==> src/common/mcel_pkg.sv <==
// Constants shared by the error status logger and its counter.
package mcel_pkg;
    // Register byte offsets on the bus.
    localparam logic [7:0] OFS_STAT_LO = 8'h00;
    localparam logic [7:0] OFS_STAT_HI = 8'h04;
    localparam logic [7:0] OFS_IRQ_ST = 8'h08;
    localparam logic [7:0] OFS_IRQ_MASK = 8'h0c;
    localparam logic [7:0] OFS_CTRL = 8'h10;
    // Status field positions.
    localparam int BIT_BUS_APAR = 16;
    localparam int BIT_BUS_RFAIL = 17;
    localparam int BIT_BUS_RPAR = 18;
    localparam int BIT_BUS_DPAR = 19;
    localparam int BIT_BUS_INV = 20;
    localparam int BIT_PAD_SYNC = 21;
    localparam int BIT_PAD_DSTB = 22;
    localparam int BIT_PAD_ASTB = 23;
    localparam int BIT_MEM_TAG = 16;
    localparam int BIT_MEM_DATA = 18;
    localparam int BIT_MEM_L3 = 20;
    localparam int BIT_MEM_INV = 21;
    localparam int BIT_CNT = 32;
    // Fixed parts of the compound error codes.
    localparam logic [4:0] BUS_CODE_TOP = 5'h01;
    localparam logic [7:0] MEM_CODE_TOP = 8'h01;
    // Interrupt status bits.
    localparam int IRQ_BUS = 0;
    localparam int IRQ_MEM = 1;
    localparam int IRQ_LOST = 2;
    // Values after reset and limits.
    localparam logic [63:0] STAT_RST = 64'h0;
    localparam logic [2:0] IRQ_RST = 3'h0;
    localparam logic [7:0] CNT_RST = 8'h00;
    localparam logic [7:0] CNT_MAX = 8'hff;
    localparam logic [31:0] RDATA_RST = 32'h0;
endpackage : mcel_pkg

==> src/mcel_err_counter.sv <==
// Saturating count of machine check errors after the first since reset.
`timescale 1ns/1ns
module mcel_err_counter
    import mcel_pkg::*;
(
    input wire logic hclk,
    input wire logic hresetn,
    input wire logic inc,
    output logic [7:0] count,
    output logic [7:0] count_nxt
);
    typedef struct packed {
        logic seen;
        logic [7:0] cnt;
    } mcel_cnt_t;

    mcel_cnt_t s_r;
    mcel_cnt_t s_nxt;

    always_comb begin
        s_nxt = s_r;
        if (inc) begin
            if (!s_r.seen) begin
                s_nxt.seen = 1'b1;
            end else if (s_r.cnt != CNT_MAX) begin
                s_nxt.cnt = s_r.cnt + 8'h01;
            end
        end
    end

    always_ff @(posedge hclk or negedge hresetn) begin
        if (!hresetn) begin
            s_r <= '{seen: 1'b0, cnt: CNT_RST};
        end else begin
            s_r <= s_nxt;
        end
    end

    assign count = s_r.cnt;
    // The logger snapshots the value that includes the error of this cycle.
    assign count_nxt = s_nxt.cnt;
endmodule : mcel_err_counter

==> src/mcel_logger.sv <==
// Machine check error status logger with an AHB-Lite register slave.
//
// Chosen here: the AHB-Lite register port and the address map.
`timescale 1ns/1ns
module mcel_logger
    import mcel_pkg::*;
(
    input wire logic hclk,
    input wire logic hresetn,
    input wire logic hsel,
    input wire logic [31:0] haddr,
    input wire logic [1:0] htrans,
    input wire logic hwrite,
    input wire logic [2:0] hsize,
    input wire logic [31:0] hwdata,
    input wire logic hready,
    output logic hreadyout,
    output logic hresp,
    output logic [31:0] hrdata,
    input wire logic bus_err_valid,
    input wire logic [1:0] bus_pp,
    input wire logic bus_t,
    input wire logic [3:0] bus_rrrr,
    input wire logic [1:0] bus_ii,
    input wire logic [1:0] bus_ll,
    input wire logic bus_addr_par,
    input wire logic bus_resp_fail,
    input wire logic bus_resp_par,
    input wire logic bus_data_par,
    input wire logic bus_inv_req,
    input wire logic pad_sync_err,
    input wire logic pad_strobe_glitch,
    input wire logic pad_addr_glitch,
    input wire logic mem_err_valid,
    input wire logic [3:0] mem_rrrr,
    input wire logic [1:0] mem_tt,
    input wire logic [1:0] mem_ll,
    input wire logic [1:0] mem_tag_code,
    input wire logic [1:0] mem_data_code,
    input wire logic mem_l3,
    input wire logic mem_inv_req,
    output logic irq
);
    import mcel_pkg::*;

    typedef struct packed {
        logic wr_pend;
        logic [7:0] wr_addr;
        logic [31:0] rdata;
        logic [63:0] stat;
        logic logged;
        logic [2:0] irq_st;
        logic [2:0] mask;
        logic rev_sel;
    } mcel_state_t;

    mcel_state_t s_r;
    mcel_state_t s_nxt;
    logic [7:0] cnt;
    logic [7:0] cnt_log;
    logic take;
    logic clr;
    logic free;
    logic any_err;

    // A register is hit only when every upper address bit is zero.
    function automatic logic is_reg(input logic [31:0] a, input logic [7:0] ofs);
        is_reg = (a[31:8] == 24'h0) && (a[7:0] == ofs);
    endfunction : is_reg

    assign any_err = bus_err_valid || mem_err_valid;

    mcel_err_counter u_cnt (
        .hclk(hclk),
        .hresetn(hresetn),
        .inc(any_err),
        .count(cnt),
        .count_nxt(cnt_log)
    );

    // ****************************************************************
    // Next state
    // ****************************************************************
    assign take = hsel && hready && htrans[1];
    assign clr = s_r.wr_pend && (s_r.wr_addr == OFS_STAT_LO || s_r.wr_addr == OFS_STAT_HI);
    // A new error in the clearing cycle is logged, so set wins over clear.
    assign free = !s_r.logged || clr;

    always_comb begin
        s_nxt = s_r;
        s_nxt.wr_pend = take && hwrite;
        s_nxt.wr_addr = (haddr[31:8] == 24'h0) ? haddr[7:0] : 8'hff;
        if (clr) begin
            s_nxt.stat = STAT_RST;
            s_nxt.logged = 1'b0;
        end
        if (s_r.wr_pend) begin
            if (s_r.wr_addr == OFS_IRQ_ST) begin
                s_nxt.irq_st = s_r.irq_st & ~hwdata[2:0];
            end else if (s_r.wr_addr == OFS_IRQ_MASK) begin
                s_nxt.mask = hwdata[2:0];
            end else if (s_r.wr_addr == OFS_CTRL) begin
                s_nxt.rev_sel = hwdata[0];
            end
        end
        if (bus_err_valid && free) begin
            s_nxt.stat = STAT_RST;
            s_nxt.stat[15:0] = {4'h0, BUS_CODE_TOP[0], bus_pp, bus_t, bus_rrrr, bus_ii, bus_ll};
            s_nxt.stat[BIT_BUS_APAR] = bus_addr_par;
            s_nxt.stat[BIT_BUS_RFAIL] = bus_resp_fail;
            s_nxt.stat[BIT_BUS_RPAR] = bus_resp_par;
            s_nxt.stat[BIT_BUS_DPAR] = bus_data_par;
            s_nxt.stat[BIT_BUS_INV] = bus_inv_req && s_r.rev_sel;
            s_nxt.stat[BIT_PAD_SYNC] = pad_sync_err;
            s_nxt.stat[BIT_PAD_DSTB] = pad_strobe_glitch;
            s_nxt.stat[BIT_PAD_ASTB] = pad_addr_glitch;
            s_nxt.logged = 1'b1;
            s_nxt.irq_st[IRQ_BUS] = 1'b1;
        end else if (mem_err_valid && free) begin
            s_nxt.stat = STAT_RST;
            s_nxt.stat[15:0] = {MEM_CODE_TOP, mem_rrrr, mem_tt, mem_ll};
            s_nxt.stat[BIT_MEM_TAG +: 2] = mem_tag_code;
            s_nxt.stat[BIT_MEM_DATA +: 2] = mem_data_code;
            s_nxt.stat[BIT_MEM_L3] = mem_l3;
            s_nxt.stat[BIT_MEM_INV] = mem_inv_req;
            s_nxt.stat[BIT_CNT +: 8] = cnt_log;
            s_nxt.logged = 1'b1;
            s_nxt.irq_st[IRQ_MEM] = 1'b1;
        end
        // Errors that find the snapshot held are counted but not logged.
        if (any_err && !free) begin
            s_nxt.irq_st[IRQ_LOST] = 1'b1;
        end
        if (bus_err_valid && mem_err_valid && free) begin
            s_nxt.irq_st[IRQ_LOST] = 1'b1;
        end
        // Read data is taken from the updated image so a read after a write sees it.
        if (take && !hwrite) begin
            if (is_reg(haddr, OFS_STAT_LO)) begin
                s_nxt.rdata = s_nxt.stat[31:0];
            end else if (is_reg(haddr, OFS_STAT_HI)) begin
                s_nxt.rdata = s_nxt.stat[63:32];
            end else if (is_reg(haddr, OFS_IRQ_ST)) begin
                s_nxt.rdata = {29'h0, s_nxt.irq_st};
            end else if (is_reg(haddr, OFS_IRQ_MASK)) begin
                s_nxt.rdata = {29'h0, s_nxt.mask};
            end else if (is_reg(haddr, OFS_CTRL)) begin
                s_nxt.rdata = {31'h0, s_nxt.rev_sel};
            end else begin
                s_nxt.rdata = RDATA_RST;
            end
        end
    end

    // ****************************************************************
    // State register and outputs
    // ****************************************************************
    always_ff @(posedge hclk or negedge hresetn) begin
        if (!hresetn) begin
            s_r <= '{wr_pend: 1'b0, wr_addr: 8'h00, rdata: RDATA_RST, stat: STAT_RST,
                     logged: 1'b0, irq_st: IRQ_RST, mask: IRQ_RST, rev_sel: 1'b0};
        end else begin
            s_r <= s_nxt;
        end
    end

    assign hreadyout = 1'b1;
    assign hresp = 1'b0;
    assign hrdata = s_r.rdata;
    assign irq = |(s_r.irq_st & s_r.mask);
endmodule : mcel_logger

==> config.mk <==
export PLATFORM = sky130hd
export DESIGN_NAME = mcel_logger
export DESIGN_NICKNAME = d
export VERILOG_FILES = /design/src/common/mcel_pkg.sv /design/src/mcel_err_counter.sv /design/src/mcel_logger.sv
export SDC_FILE = /design/constraint.sdc
export NUM_CORES = 1
export LEC_CHECK = 0
export BUFFER_PORTS_ARGS = -buffer_cell sky130_fd_sc_hd__buf_2
export CAP_MARGIN = 10
export CORE_MARGIN = 4
export CORE_UTILIZATION = 48
export DETAILED_ROUTE_END_ITERATION = 7
export GPL_TIMING_DRIVEN = 1
export PLACE_DENSITY = 0.8
export SLEW_MARGIN = 40
export SYNTH_ARGS = -nofsm -noshare
export SYNTH_HDL_FRONTEND = slang
export SYNTH_HIERARCHICAL = 1
export SYNTH_SLANG_ARGS = --single-unit
==> constraint.sdc <==
create_clock -name hclk -period 2.2 [get_ports hclk]
set_clock_uncertainty 0.05 [all_clocks]
set_input_delay 0.44 -clock hclk [delete_from_list [all_inputs] [get_ports hclk]]
set_output_delay 0.44 -clock hclk [all_outputs]
set_load 0.05 [all_outputs]
* Word level (Yosys, flattened, before mapping)
Cells that the tools add are included.
** Word-level totals
- Bits in registers :: 122
- Input port bits :: 109
- Output and inout port bits :: 35
- Logic and storage cells :: 73
** Cells by class
- $add $sub $neg :: 1
- Equality and inequality tests :: 9
- Muxes and demuxes :: 23
- Bitwise gates (word level) :: 3
- Reductions and logical operators :: 27
** Operators with widths (number)
- 65-bit two-way mux :: 3
- 32-bit two-way mux :: 2
- 8-bit by 4-bit == test with 1-bit output (second input constant) :: 4
- 8-bit two-way mux :: 4
- 24-bit logical NOT :: 1
- 8-bit by 3-bit == test with 1-bit output (second input constant) :: 2
- 8-bit by 5-bit == test with 1-bit output (second input constant) :: 2
- 1-bit logical AND :: 16
- 8-bit logical NOT :: 2
- 3-bit two-way mux :: 4
- 8-bit by 1-bit adder with 8-bit output (second input constant) :: 1
- 1-bit two-way mux :: 8
- 8-bit != test (second input constant) :: 1
- 7-bit two-way mux :: 1
- 3-bit bitwise AND :: 2
- 4-bit two-way mux :: 1
- 1-bit logical NOT :: 3
- 1-bit logical OR :: 3
- 3-bit NOT :: 1
- 3-bit nonzero test :: 1
- 3-bit OR reduction :: 1

* Depth between registers and ports, before layout
Gate-level depths: netlist (run 1).
- Depth in word-level cells :: 11
- Depth in mapped cells :: 9
- Gate-level depth less buffers :: 8

* Hierarchy
Netlist (run 1), hierarchy kept.
** Modules (own cells, without submodules)
- mcel_logger :: instances 1, cells each 448, area each 4890.9 um^2, sequential area each 2827.7 um^2
- mcel_err_counter :: instances 1, cells each 50, area each 510.5 um^2, sequential area each 225.2 um^2

* Least setup slack after synthesis (run 1)
OpenSTA, ideal clock, no wires.
- Path kind :: register -> register
- Start :: reg s_r[108] in the netlist's numbering
- End :: reg s_r (netlist bit hrdata[2])
- Setup time :: 0.123 ns
- Data arrival time :: 1.984 ns
- Required time :: 2.027 ns
- Slack :: 0.043 ns
- Stages on the path, launching flop included :: 7
- Buffers on the path :: 0
- Clock period less this slack :: 2.157 ns
- Cells stage by stage :: dfrtp_1 or4_1 or3_4 mux2_4 or2_0 a31oi_1 o21ai_1
** RTL lines
- start, declared :: line mcel_logger.sv:57 : mcel_state_t s_r;
- start signal, assigned :: line mcel_logger.sv:160 : s_r <= '{wr_pend: 1'b0, wr_addr: 8'h00, rdata: RDATA_RST, stat: STAT_RST,
- start signal, assigned :: line mcel_logger.sv:163 : s_r <= s_nxt;

==> summary by stage, run 1 <==
Layout
The number of diodes added for antenna fixing is 0. The library cell used most frequently in the layout, excluding fill and tap cells, is sky130_fd_sc_hd__dfrtp_1. Summing all non-filler instances in the final layout gives an area of approximately 0.0072 sq mm. In the layout the commonest cells are sky130_fd_sc_hd__dfrtp_1, sky130_fd_sc_hd__buf_2, sky130_fd_sc_hd__nor2_1. The fill cell total of the finished layout is between 700 and 800. After the last flow step, the layout net total stands at 725. The share of cells above drive strength 1 is 40.19%. Once layout is complete, the utilization of the core stands at 65.76%. The layout overhead on the synthesized area is 34.04%.

STA
Measured against its own limit, the worst slew margin works out to 53.78%. The number of hold-slack violations in the final timing report is 0. Setup repair after global routing could not meet its margin everywhere.

Setup violations remaining at the end of the flow were counted as 3. The final count of pins violating max slew came to 0. The transition at the pin with the smallest max-transition slack is approximately 0.69 ns.

The final critical delay including setup and external delays is 2.291 ns. The final worst slack is -0.09126 ns. Derived from the worst setup path, the maximum achievable clock frequency is roughly 440 MHz.

The final worst-path cycle share is 104.1%.

Worst hold path
The class of the tightest hold or removal check is in -> reg.

Global routing
The number of global-route vias before repair was 4418. The first global-routing pass estimated 21.51 mm of wire. The initial antenna violation count is 0. The met3 track utilization from global routing is 5.517%. The global-route total usage across every layer is 21.23%.

Global routing finished with a remaining overflow of 0. Entering global routing, the biggest net connects 123 pins. Global routing used 26.99% of the available met1 tracks. The met2 usage is 34.83%.

The most used routing layer is met2.

Yosys
The number of warnings printed during yosys synthesis is 6. Synthesis produced a netlist with a net count of 600. After technology mapping, the gate count stands at 490. Summing every instance area after synthesis gives between 0.005 and 0.006 sq mm. In this run the mean area of a mapped cell was between 10 and 15 sq um.

Setup path
By startpoint and endpoint, the worst setup path is classified as reg -> reg. Along the worst path, the maximum fanout reaches 3. STA classifies the critical path startpoint as a flop.

STA puts the critical path data arrival time at 2.64 ns. The type of destination of the critical path is a flop. For the worst setup path, the data required time is 2.55 ns.

Route
After detailed routing, the number of remaining DRC violations is 0. The average routed wire per standard cell is between 15 and 20 um. After the first detailed-routing iteration, the DRC count stood at 238. The vias after detailed routing is 4279. The first-pass iteration count of the detailed router is 4. Dividing the detail-routed via count by the number of cells gives 5.579. The total wire length is 14.22 mm.

The count of nets left with antenna violations once routing finished came out at 0.

Floorplan
The die covers approximately 0.013 sq mm. From left edge to right edge, the die measures approximately 110 um. In this run the count of I/O pins placed on the die edge is 144. The placeable core region is roughly 0.011 sq mm. The initial cell density of the core is 49.06%.

The initialized floorplan defines 38 standard-cell rows. The vertical die dimension is 113.5 um.

Place
The detailed-placement wirelength estimate is slightly below 9 mm. The routability congestion estimate is between 0.8 and 0.9. The cell area after placement is 0.006058 sq mm. The post-placement worst setup slack is -0.1655 ns. Port buffering added about 110 buffers.

Power and ir drop
In this run the static leakage power is 3.494 nW. The worst supply voltage drop on vdd is 475.6 uV. In this run the power density over the cells is 873.1 mW/mm^2.

Clock tree
The clock insertion delay at the later pin of the skew report is 0.52 ns. The clock-pin transition on the worst setup and hold timing paths is around 0.06 ns. The CTS root buffer is sky130_fd_sc_hd__clkbuf_8. TritonCTS built the clock tree. In this run the deepest clock path goes through 2 buffers. The number of clock sinks seen by CTS is 122. The number of buffers created by CTS is 17.

The total number of H-tree levels is 4.

Job
The number of maximum-capacitance constraint violations is 0.

Status
The checks that failed: negative setup slack. The run finished, with violations left.
routing by layer:
metal,share of wire (%),wire length (um),vias up
met5,0,0,-
met4,2.0,279,0
met3,6.4,913,22
met2,49,7021,156
met1,42,6001,2135
li1,-,-,1966
per-stage QoR:
stage | hold WS, ns | power (mW) | cells | TNS [ns]
floorplan | 0.09441 | 3.296 | 490 | 0
global placement | 0.4153 | 3.450 | 714 | -1.660
detailed placement | 0.4191 | 3.494 | 714 | -3.729
CTS | 0.05510 | 6.272 | 750 | -0.1756
global route | 0.06771 | 6.502 | 767 | -1.134
finish | 0.07790 | 6.251 | 767 | -0.1459
worst paths after layout:
check / startpoint / end / slack [ns] / depth (start not counted)
worst max-delay path: s_r[110] / hrdata[2] / -0.09 / 6
worst min-delay path: haddr[1] / s_r[105] / 0.08 / 2
worst max register to register: s_r[110] / hrdata[2] / -0.09 / 6
worst min register to register: hrdata[11] / hrdata[11] / 0.43 / 2
max in group asynchronous: hresetn / s_r[110] / 1.08 / 3
min in group asynchronous: hresetn / s_r[27] / 0.45 / 3
registers in the layout, summed over array words and instances (netlist names):
| signal | cells |
|---|---|
| s_r | 81 |
| u_cnt/count | 8 |
| u_cnt/s_r | 1 |
| hrdata | 32 |
cell type report:
cell class | count | area, sq um | share of cell area, %
Multi-Input combinational cell | 298 | 2095 | 29.26
Timing Repair Buffer | 166 | 1209 | 16.88
Inverter | 10 | 37.54 | 0.5243
Sequential cell | 122 | 3053 | 42.64
Clock buffer | 20 | 445.4 | 6.222
Clock inverter | 11 | 145.1 | 2.027
Tap cell | 140 | 175.2 | 2.447
repair_timing:
action                     CTS  global route
hold endpoints to repair    93             0
gates cloned                 0             7
resized for setup            3            42
setup endpoints to repair    7            22
pin swaps                    5            34
hold buffers                 1             0
setup buffers                4            11
worst max-delay path: stages (launching register included):
cell,delay [ns]
sky130_fd_sc_hd__dfrtp_1,0.37
sky130_fd_sc_hd__or4_4,0.54
sky130_fd_sc_hd__or3_4,0.41
sky130_fd_sc_hd__mux2_4,0.32
sky130_fd_sc_hd__or2_0,0.19
sky130_fd_sc_hd__a31oi_1,0.19
sky130_fd_sc_hd__o21ai_1,0.10
where the power goes:
group          leakage (nW)  internal [mW]  switching [mW]
Sequential             1.57           2.40           0.141
Clock                 0.283           1.78           0.987
Combinational          1.64          0.282           0.659
Total                  3.49           4.46            1.79
(Power assumes the default switching activity.)
==> run 2: changes to the inputs <==
Settings changed: BUFFER_PORTS_ARGS -buffer_cell sky130_fd_sc_hd__buf_2 to not set, CORE_UTILIZATION 48 to 57, DONT_BUFFER_PORTS set to 1, PLACE_DENSITY 0.8 to 0.78.
==> summary by stage, run 2 (synthesized netlist as in run 1, its figures left out) <==
Floorplan
The die width came to 104.8 um (was 113.5 um). The initial cell density of the core is 58.08% (was 49.06%). The cell row count is 35 (was 38). The top-level port count is 144 (unchanged). The die footprint was 0.01098 sq mm (was 0.01288 sq mm).

The placeable core region is 0.009196 sq mm (was 0.01089 sq mm). The vertical die dimension is 104.8 um (was 113.5 um).

Setup path
The stage delay of the slowest cell on the critical path came to 0.54 ns (about the same). The startpoint of the most critical setup path is s_r[108] (was s_r[110]). The type of destination of the critical path is a flop (unchanged). Cells along the critical path: or4_4, or3_4, buf_4, mux2_4, nor2_1, o31a_1, o31ai_2 (was or4_4, or3_4, mux2_4, or2_0, a31oi_1, o21ai_1). The critical path data required time was 2.57 ns (was 2.55 ns). The startpoint of the worst-slack reg-to-reg timing path is s_r[108] (was s_r[110]). The element type at the critical path start is a flop (unchanged).

The critical register-to-register path endpoint is hrdata[0] (was hrdata[2]). The critical path's slowest cell was sky130_fd_sc_hd__or4_4 (unchanged). The register-to-register path setup slack was -0.14 ns (was -0.09 ns). The maximum fanout along the worst path is 3 (unchanged). The signal arrival time at the worst endpoint is 2.71 ns (was 2.64 ns). The type of the worst setup path is reg -> reg (unchanged). The capturing element of the worst setup path is hrdata[0] (was hrdata[2]). The length in cells of the worst reg-to-reg path is 7 (was 6).

Clock tree
The clock insertion delay at the later pin of the skew report is 0.51 ns (was 0.52 ns). The number of clock sinks seen by CTS is 122 (unchanged). The CTS root buffer is sky130_fd_sc_hd__clkbuf_8 (unchanged). The clock-pin transition on the worst setup and hold timing paths was 0.06 ns (about the same). The clock tree from TritonCTS is built (unchanged). The number of buffers created by CTS is 17 (unchanged). The total number of H-tree levels is 4 (unchanged). The count of hold-fix buffers inserted at cts came to 7 (was 1). The maximum buffer depth of the clock tree came to 2 (unchanged).

STA
The final worst hold slack came to -0.4300 ns (was 0.07790 ns). The transition at the pin with the smallest max-transition slack was 0.5274 ns (was 0.6933 ns). The final worst slack is -0.1377 ns (was -0.09126 ns). The worst-case headroom to the max-slew limit is 63.93% (was 53.78%). The final count of pins violating max slew was 0 (unchanged). The maximum clock frequency is 427.8 MHz (was 436.4 MHz). The number of hold-slack violations in the final timing report came to 122 (was 0).

The final worst-path cycle share is 106.3% (was 104.1%). The final critical delay including setup and external delays is 2.338 ns (was 2.291 ns). Setup repair after global routing missed its margin: yes (unchanged).

The final number of setup-violating endpoints is 2 (was 3).

Route
The vias after detailed routing is 3722 (was 4279). The iteration-0 DRC count of the detailed router came to 201 (was 238). The ratio of routed vias to standard cells is 6.023 (was 5.579). The number of nets still failing antenna checks after routing is 0 (unchanged). The average routed wire per standard cell came to 20.01 um (was 18.53 um). The total wire length was 12.37 mm (was 14.22 mm). The post-route DRC violation count was 0 (unchanged). The first-pass iteration count of the detailed router is 6 (was 4).

Layout
The register with the most flip-flops is s_r (unchanged). The share of cells above drive strength 1 is 20.36% (was 40.19%). Highest-count cells in the layout ignoring fill and taps: sky130_fd_sc_hd__dfrtp_1, sky130_fd_sc_hd__nor2_1, sky130_fd_sc_hd__and2_1 (was sky130_fd_sc_hd__dfrtp_1, sky130_fd_sc_hd__buf_2, sky130_fd_sc_hd__nor2_1). The flip-flop count of the largest register after layout was 81 (unchanged). The cell area after layout is 0.006277 sq mm (was 0.007159 sq mm). The number of nets in the final layout came to 603 (was 725). The most frequent standard cell in the layout excluding fill and tap cells is sky130_fd_sc_hd__dfrtp_1 (unchanged). The layout overhead on the synthesized area came to 17.52% (was 34.04%).

Global routing
The initial antenna violation count came to 1 (was 0). The wire length of the first global-routing pass is 19.90 mm (was 21.51 mm). The aggregate global routing overflow is 0 (unchanged).

The number of global-route vias before repair is 3862 (was 4418). The global-route total usage across every layer was 23.12% (was 21.23%). The largest net degree at the start of global routing is 123 (unchanged).

Job
The number of maximum-capacitance constraint violations is 0 (unchanged).

Status
Run status: finished, violations left (unchanged). Violations in the final reports: negative hold slack, negative setup slack (was negative setup slack).

Power and ir drop
The power consumption is 6.141 mW (was 6.251 mW). The worst supply voltage drop on vdd was 574.4 uV (was 475.6 uV). The static leakage is 2.896 nW (was 3.494 nW). The ratio of total power to cell area is 978.2 mW/mm^2 (was 873.1 mW/mm^2).

Worst hold path
The class of the tightest hold or removal check is in -> async (was in -> reg).

Place
The routability congestion estimate is 0.8607 (was 0.8963). The number of buffers added on ports is 0 (was 108). The cell area after placement came to 0.005381 sq mm (was 0.006058 sq mm). The detailed-placement wirelength estimate is 7.990 mm (was 8.707 mm).
## run 2: cell count changes in the layout (fill, tap and decap cells not counted), moves of 6 or more
cell and change:
sky130_fd_sc_hd__and2_4 -6, sky130_fd_sc_hd__a221oi_2 -6, sky130_fd_sc_hd__a21oi_2 -6, sky130_fd_sc_hd__a221oi_1 +6
sky130_fd_sc_hd__buf_4 -9, sky130_fd_sc_hd__a21oi_1 +6, sky130_fd_sc_hd__buf_2 -107, sky130_fd_sc_hd__dlygate4sd3_1 +6
sky130_fd_sc_hd__and2_1 +6
## run 2: timing repair
item,CTS,global route
pin swaps,1,11
buffers inserted,0,8
gates resized for setup,2,22
cloned,0,1
hold endpoints to repair,129,122
setup endpoints to repair,8,17
## run 2: worst min path at each step
stage	startpoint	endpoint	slack, ns	cells after the start
2_1_floorplan	hresetn	hrdata[0]	0.09	0
3_3_place_gp	hresetn	s_r[15]	0.1	0
3_5_place_dp	hresetn	s_r[14]	0.1	0
4_1_cts	hresetn	hrdata[30]	-0.46	0
5_1_grt	hresetn	s_r[14]	-0.47	0
6_report	hresetn	hrdata[6]	-0.43	0
## run 2: per-stage QoR
step	util (%)	instances	TNS (ns)	setup slack, ns
2_1_floorplan	-	490	0	0.04296
3_3_place_gp	58.52	569	-0.08331	-0.03319
3_5_place_dp	58.52	569	-0.3025	-0.06950
4_1_cts	66.12	608	-0.1086	-0.08873
5_1_grt	68.26	618	-0.4849	-0.2216
6_report	68.26	618	-0.2409	-0.1377
## run 2: metal layers
| layer | routed length, um | global-route usage, % | share of wire [%] |
|---|---|---|---|
| met2 | 5991 | 35.70 | 48 |
| met3 | 1022 | 7.968 | 8.3 |
| met5 | 0 | 0 | 0 |
| met4 | 121 | 7.966 | 0.98 |
| met1 | 5231 | 30.62 | 42 |
## run 2: worst max-delay path, delay by kind of cell (launching register included)
family	cells	cell delay [ns]
buf+inv	1	0.15
flops	1	0.39
mux	1	0.19
simple gates	3	0.98
compound gates	2	0.48
## run 2: cell type report
type                    instances  area (sq um)
clock buffers                  17         414.1
fillers                       658          2919
repair buffers                 44         421.7
inverters                      10         37.54
multi-input cells             298          2007
clock inverters                15         202.7
well taps                     111         138.9
flip-flops and latches        122          3053
diodes                          1         2.502
## run 2: power breakdown
| part | internal [mW] | switching [mW] | leakage, nW |
|---|---|---|---|
| Sequential | 2.40 | 0.463 | 1.57 |
| Combinational | 0.175 | 0.229 | 1.03 |
| Clock | 1.77 | 1.10 | 0.298 |
| Total | 4.34 | 1.80 | 2.90 |
==> run 3: changes to the inputs <==
Settings changed: SKIP_LAST_GASP set to 1.
==> summary by stage, run 3 (synthesized netlist as in run 1, its figures left out) <==
Power and ir drop
The static leakage is 2.886 nW (was 2.896 nW). The ratio of total power to cell area is 980.5 mW/mm^2 (was 978.2 mW/mm^2). The worst supply voltage drop on vdd came to 574.1 uV (was 574.4 uV). The power consumption is 6.142 mW (was 6.141 mW).

Clock tree
The number of buffers created by CTS came to 17 (unchanged). The CTS root buffer was sky130_fd_sc_hd__clkbuf_8 (unchanged). The number of clock sinks seen by CTS came to 122 (unchanged). The clock tree from TritonCTS is built (unchanged).

The clock insertion delay at the later pin of the skew report came to 0.51 ns (about the same). The clock-pin transition on the worst setup and hold timing paths came to 0.06 ns (about the same). The maximum buffer depth of the clock tree came to 2 (unchanged). The count of hold-fix buffers inserted at cts is 7 (unchanged). The total number of H-tree levels is 4 (unchanged).

Status
Violations in the final reports: negative hold slack, negative setup slack (unchanged). Run status: finished, violations left (unchanged).

Route
The ratio of routed vias to standard cells is 6.028 (was 6.023). The total wire length came to 12.34 mm (was 12.37 mm). The vias after detailed routing came to 3725 (was 3722). The first-pass iteration count of the detailed router is 6 (unchanged). The average routed wire per standard cell is 19.97 um (was 20.01 um). The number of nets still failing antenna checks after routing is 0 (unchanged). The iteration-0 DRC count of the detailed router came to 206 (was 201). The post-route DRC violation count is 0 (unchanged).

Layout
The number of nets in the final layout came to 603 (unchanged). The layout overhead on the synthesized area is 17.29% (was 17.52%). The flip-flop count of the largest register after layout is 81 (unchanged). The most frequent standard cell in the layout excluding fill and tap cells is sky130_fd_sc_hd__dfrtp_1 (unchanged). Highest-count cells in the layout ignoring fill and taps: sky130_fd_sc_hd__dfrtp_1, sky130_fd_sc_hd__nor2_1, sky130_fd_sc_hd__and2_1 (unchanged). The cell area after layout was 0.006265 sq mm (was 0.006277 sq mm). The count of placed standard cells in the final layout, fillers left out was 618 (unchanged).

The fill cell total of the finished layout is 662 (was 658). The register with the most flip-flops is s_r (unchanged). The share of cells above drive strength 1 is 19.96% (was 20.36%).

Setup path
Cells along the critical path: or4_4, or3_4, buf_4, mux2_4, nor2_1, o31a_1, o31ai_2 (unchanged). The signal arrival time at the worst endpoint was 2.72 ns (was 2.71 ns). The element type at the critical path start is a flop (unchanged). The type of destination of the critical path was a flop (unchanged). The stage delay of the slowest cell on the critical path is 0.54 ns (about the same). The type of the worst setup path was reg -> reg (unchanged). The critical path data required time is 2.57 ns (about the same). The maximum fanout along the worst path is 3 (unchanged).

The critical path's slowest cell was sky130_fd_sc_hd__or4_4 (unchanged).

STA
The final worst slack is -0.1450 ns (was -0.1377 ns). The final critical delay including setup and external delays is 2.345 ns (was 2.338 ns). The final worst-path cycle share came to 106.6% (was 106.3%).

The number of hold-slack violations in the final timing report was 122 (unchanged). Setup repair after global routing missed its margin: yes (unchanged). The maximum clock frequency is 426.4 MHz (was 427.8 MHz). The final worst hold slack came to -0.4305 ns (was -0.4300 ns).

The transition at the pin with the smallest max-transition slack was 0.5426 ns (was 0.5274 ns). The final count of pins violating max slew is 0 (unchanged). The worst-case headroom to the max-slew limit is 62.89% (was 63.93%). The final number of setup-violating endpoints is 3 (was 2).

Place
The number of buffers added on ports is 0 (unchanged). The routability congestion estimate is 0.8607 (unchanged). The cell count after placement is 569 (unchanged).

The detailed-placement wirelength estimate is 7.990 mm (unchanged). The cell area after placement is 0.005381 sq mm (unchanged).

Worst hold path
The class of the tightest hold or removal check is in -> async (unchanged).

Floorplan
The cell row count is 35 (unchanged). The vertical die dimension is 104.8 um (unchanged). The top-level port count came to 144 (unchanged). The die footprint is 0.01098 sq mm (unchanged). The die width is 104.8 um (unchanged). The initial cell density of the core came to 58.08% (unchanged).

The placeable core region is 0.009196 sq mm (unchanged).

Global routing
The largest net degree at the start of global routing is 123 (unchanged). The wire length of the first global-routing pass is 19.90 mm (unchanged). The aggregate global routing overflow is 0 (unchanged). The global-route total usage across every layer is 23.12% (unchanged). The number of global-route vias before repair is 3862 (unchanged). The initial antenna violation count came to 1 (unchanged).

Job
The number of maximum-capacitance constraint violations was 0 (unchanged).
==> run 3: cell counts in the layout (fill, tap and decap cells not counted) <==
No cell type changed its count.
==> run 3: metal layers <==
layer / routed length, um / vias up / track usage, %
li1: - / 1728 / -
met1: 5228 / 1831 / 30.62
met2: 5979 / 153 / 35.70
met3: 999 / 13 / 7.968
met4: 133 / 0 / 7.966
met5: 0 / - / 0
==> run 3: final cells by class <==
type	count	area [sq um]	area share (%)
timing repair buffer	44	421.7	6.731
multi-input combinational	298	1994	31.84
clock inverter	15	202.7	3.235
clock buffer	17	414.1	6.611
antenna	1	2.502	0.03994
inverter	10	37.54	0.5992
tap	111	138.9	2.217
sequential	122	3053	48.73
==> run 3: critical path, delay by kind of cell, from the launching register on <==
family	cells	cell delay [ns]
buffers and inverters	1	0.15
DFF	1	0.40
AOI/OAI and AO/OA	2	0.47
muxes	1	0.19
and+or+nand+nor	3	0.98
==> run 3: final timing paths <==
check | start | endpoint | slack (ns) | cells after the start
min in group hclk | bus_err_valid | s_r[19] | 0.03 | 1
min | hresetn | hrdata[6] | -0.43 | 0
max | s_r[108] | hrdata[0] | -0.15 | 7
max reg2reg | s_r[108] | hrdata[0] | -0.15 | 7
min reg2reg | s_r[56] | s_r[56] | 0.43 | 1
max in group asynchronous | hresetn | s_r[6] | 2.38 | 0
==> run 3: per-stage QoR <==
stage	setup slack (ns)	util [%]	TNS [ns]
after floorplan	0.04296	-	0
after global placement	-0.03319	58.52	-0.08331
after detailed placement	-0.06950	58.52	-0.3025
after CTS	-0.08873	66.12	-0.1086
after global routing	-0.2216	68.12	-0.5571
final	-0.1450	68.12	-0.2697
==> run 3: power breakdown <==
part / leakage (nW) / internal, mW / switching (mW)
Sequential: 1.57 / 2.40 / 0.464
Combinational: 1.02 / 0.175 / 0.230
Clock: 0.298 / 1.77 / 1.10
Total: 2.89 / 4.34 / 1.80
==> run 3: what timing repair did <==
action / 4_1_cts / 5_1_grt
setup endpoints to repair: 8 / 17
gates cloned: 0 / 1
endpoints found under the hold margin: 129 / 122
resized for setup: 2 / 20
pin swaps: 1 / 11
buffers inserted: 0 / 8
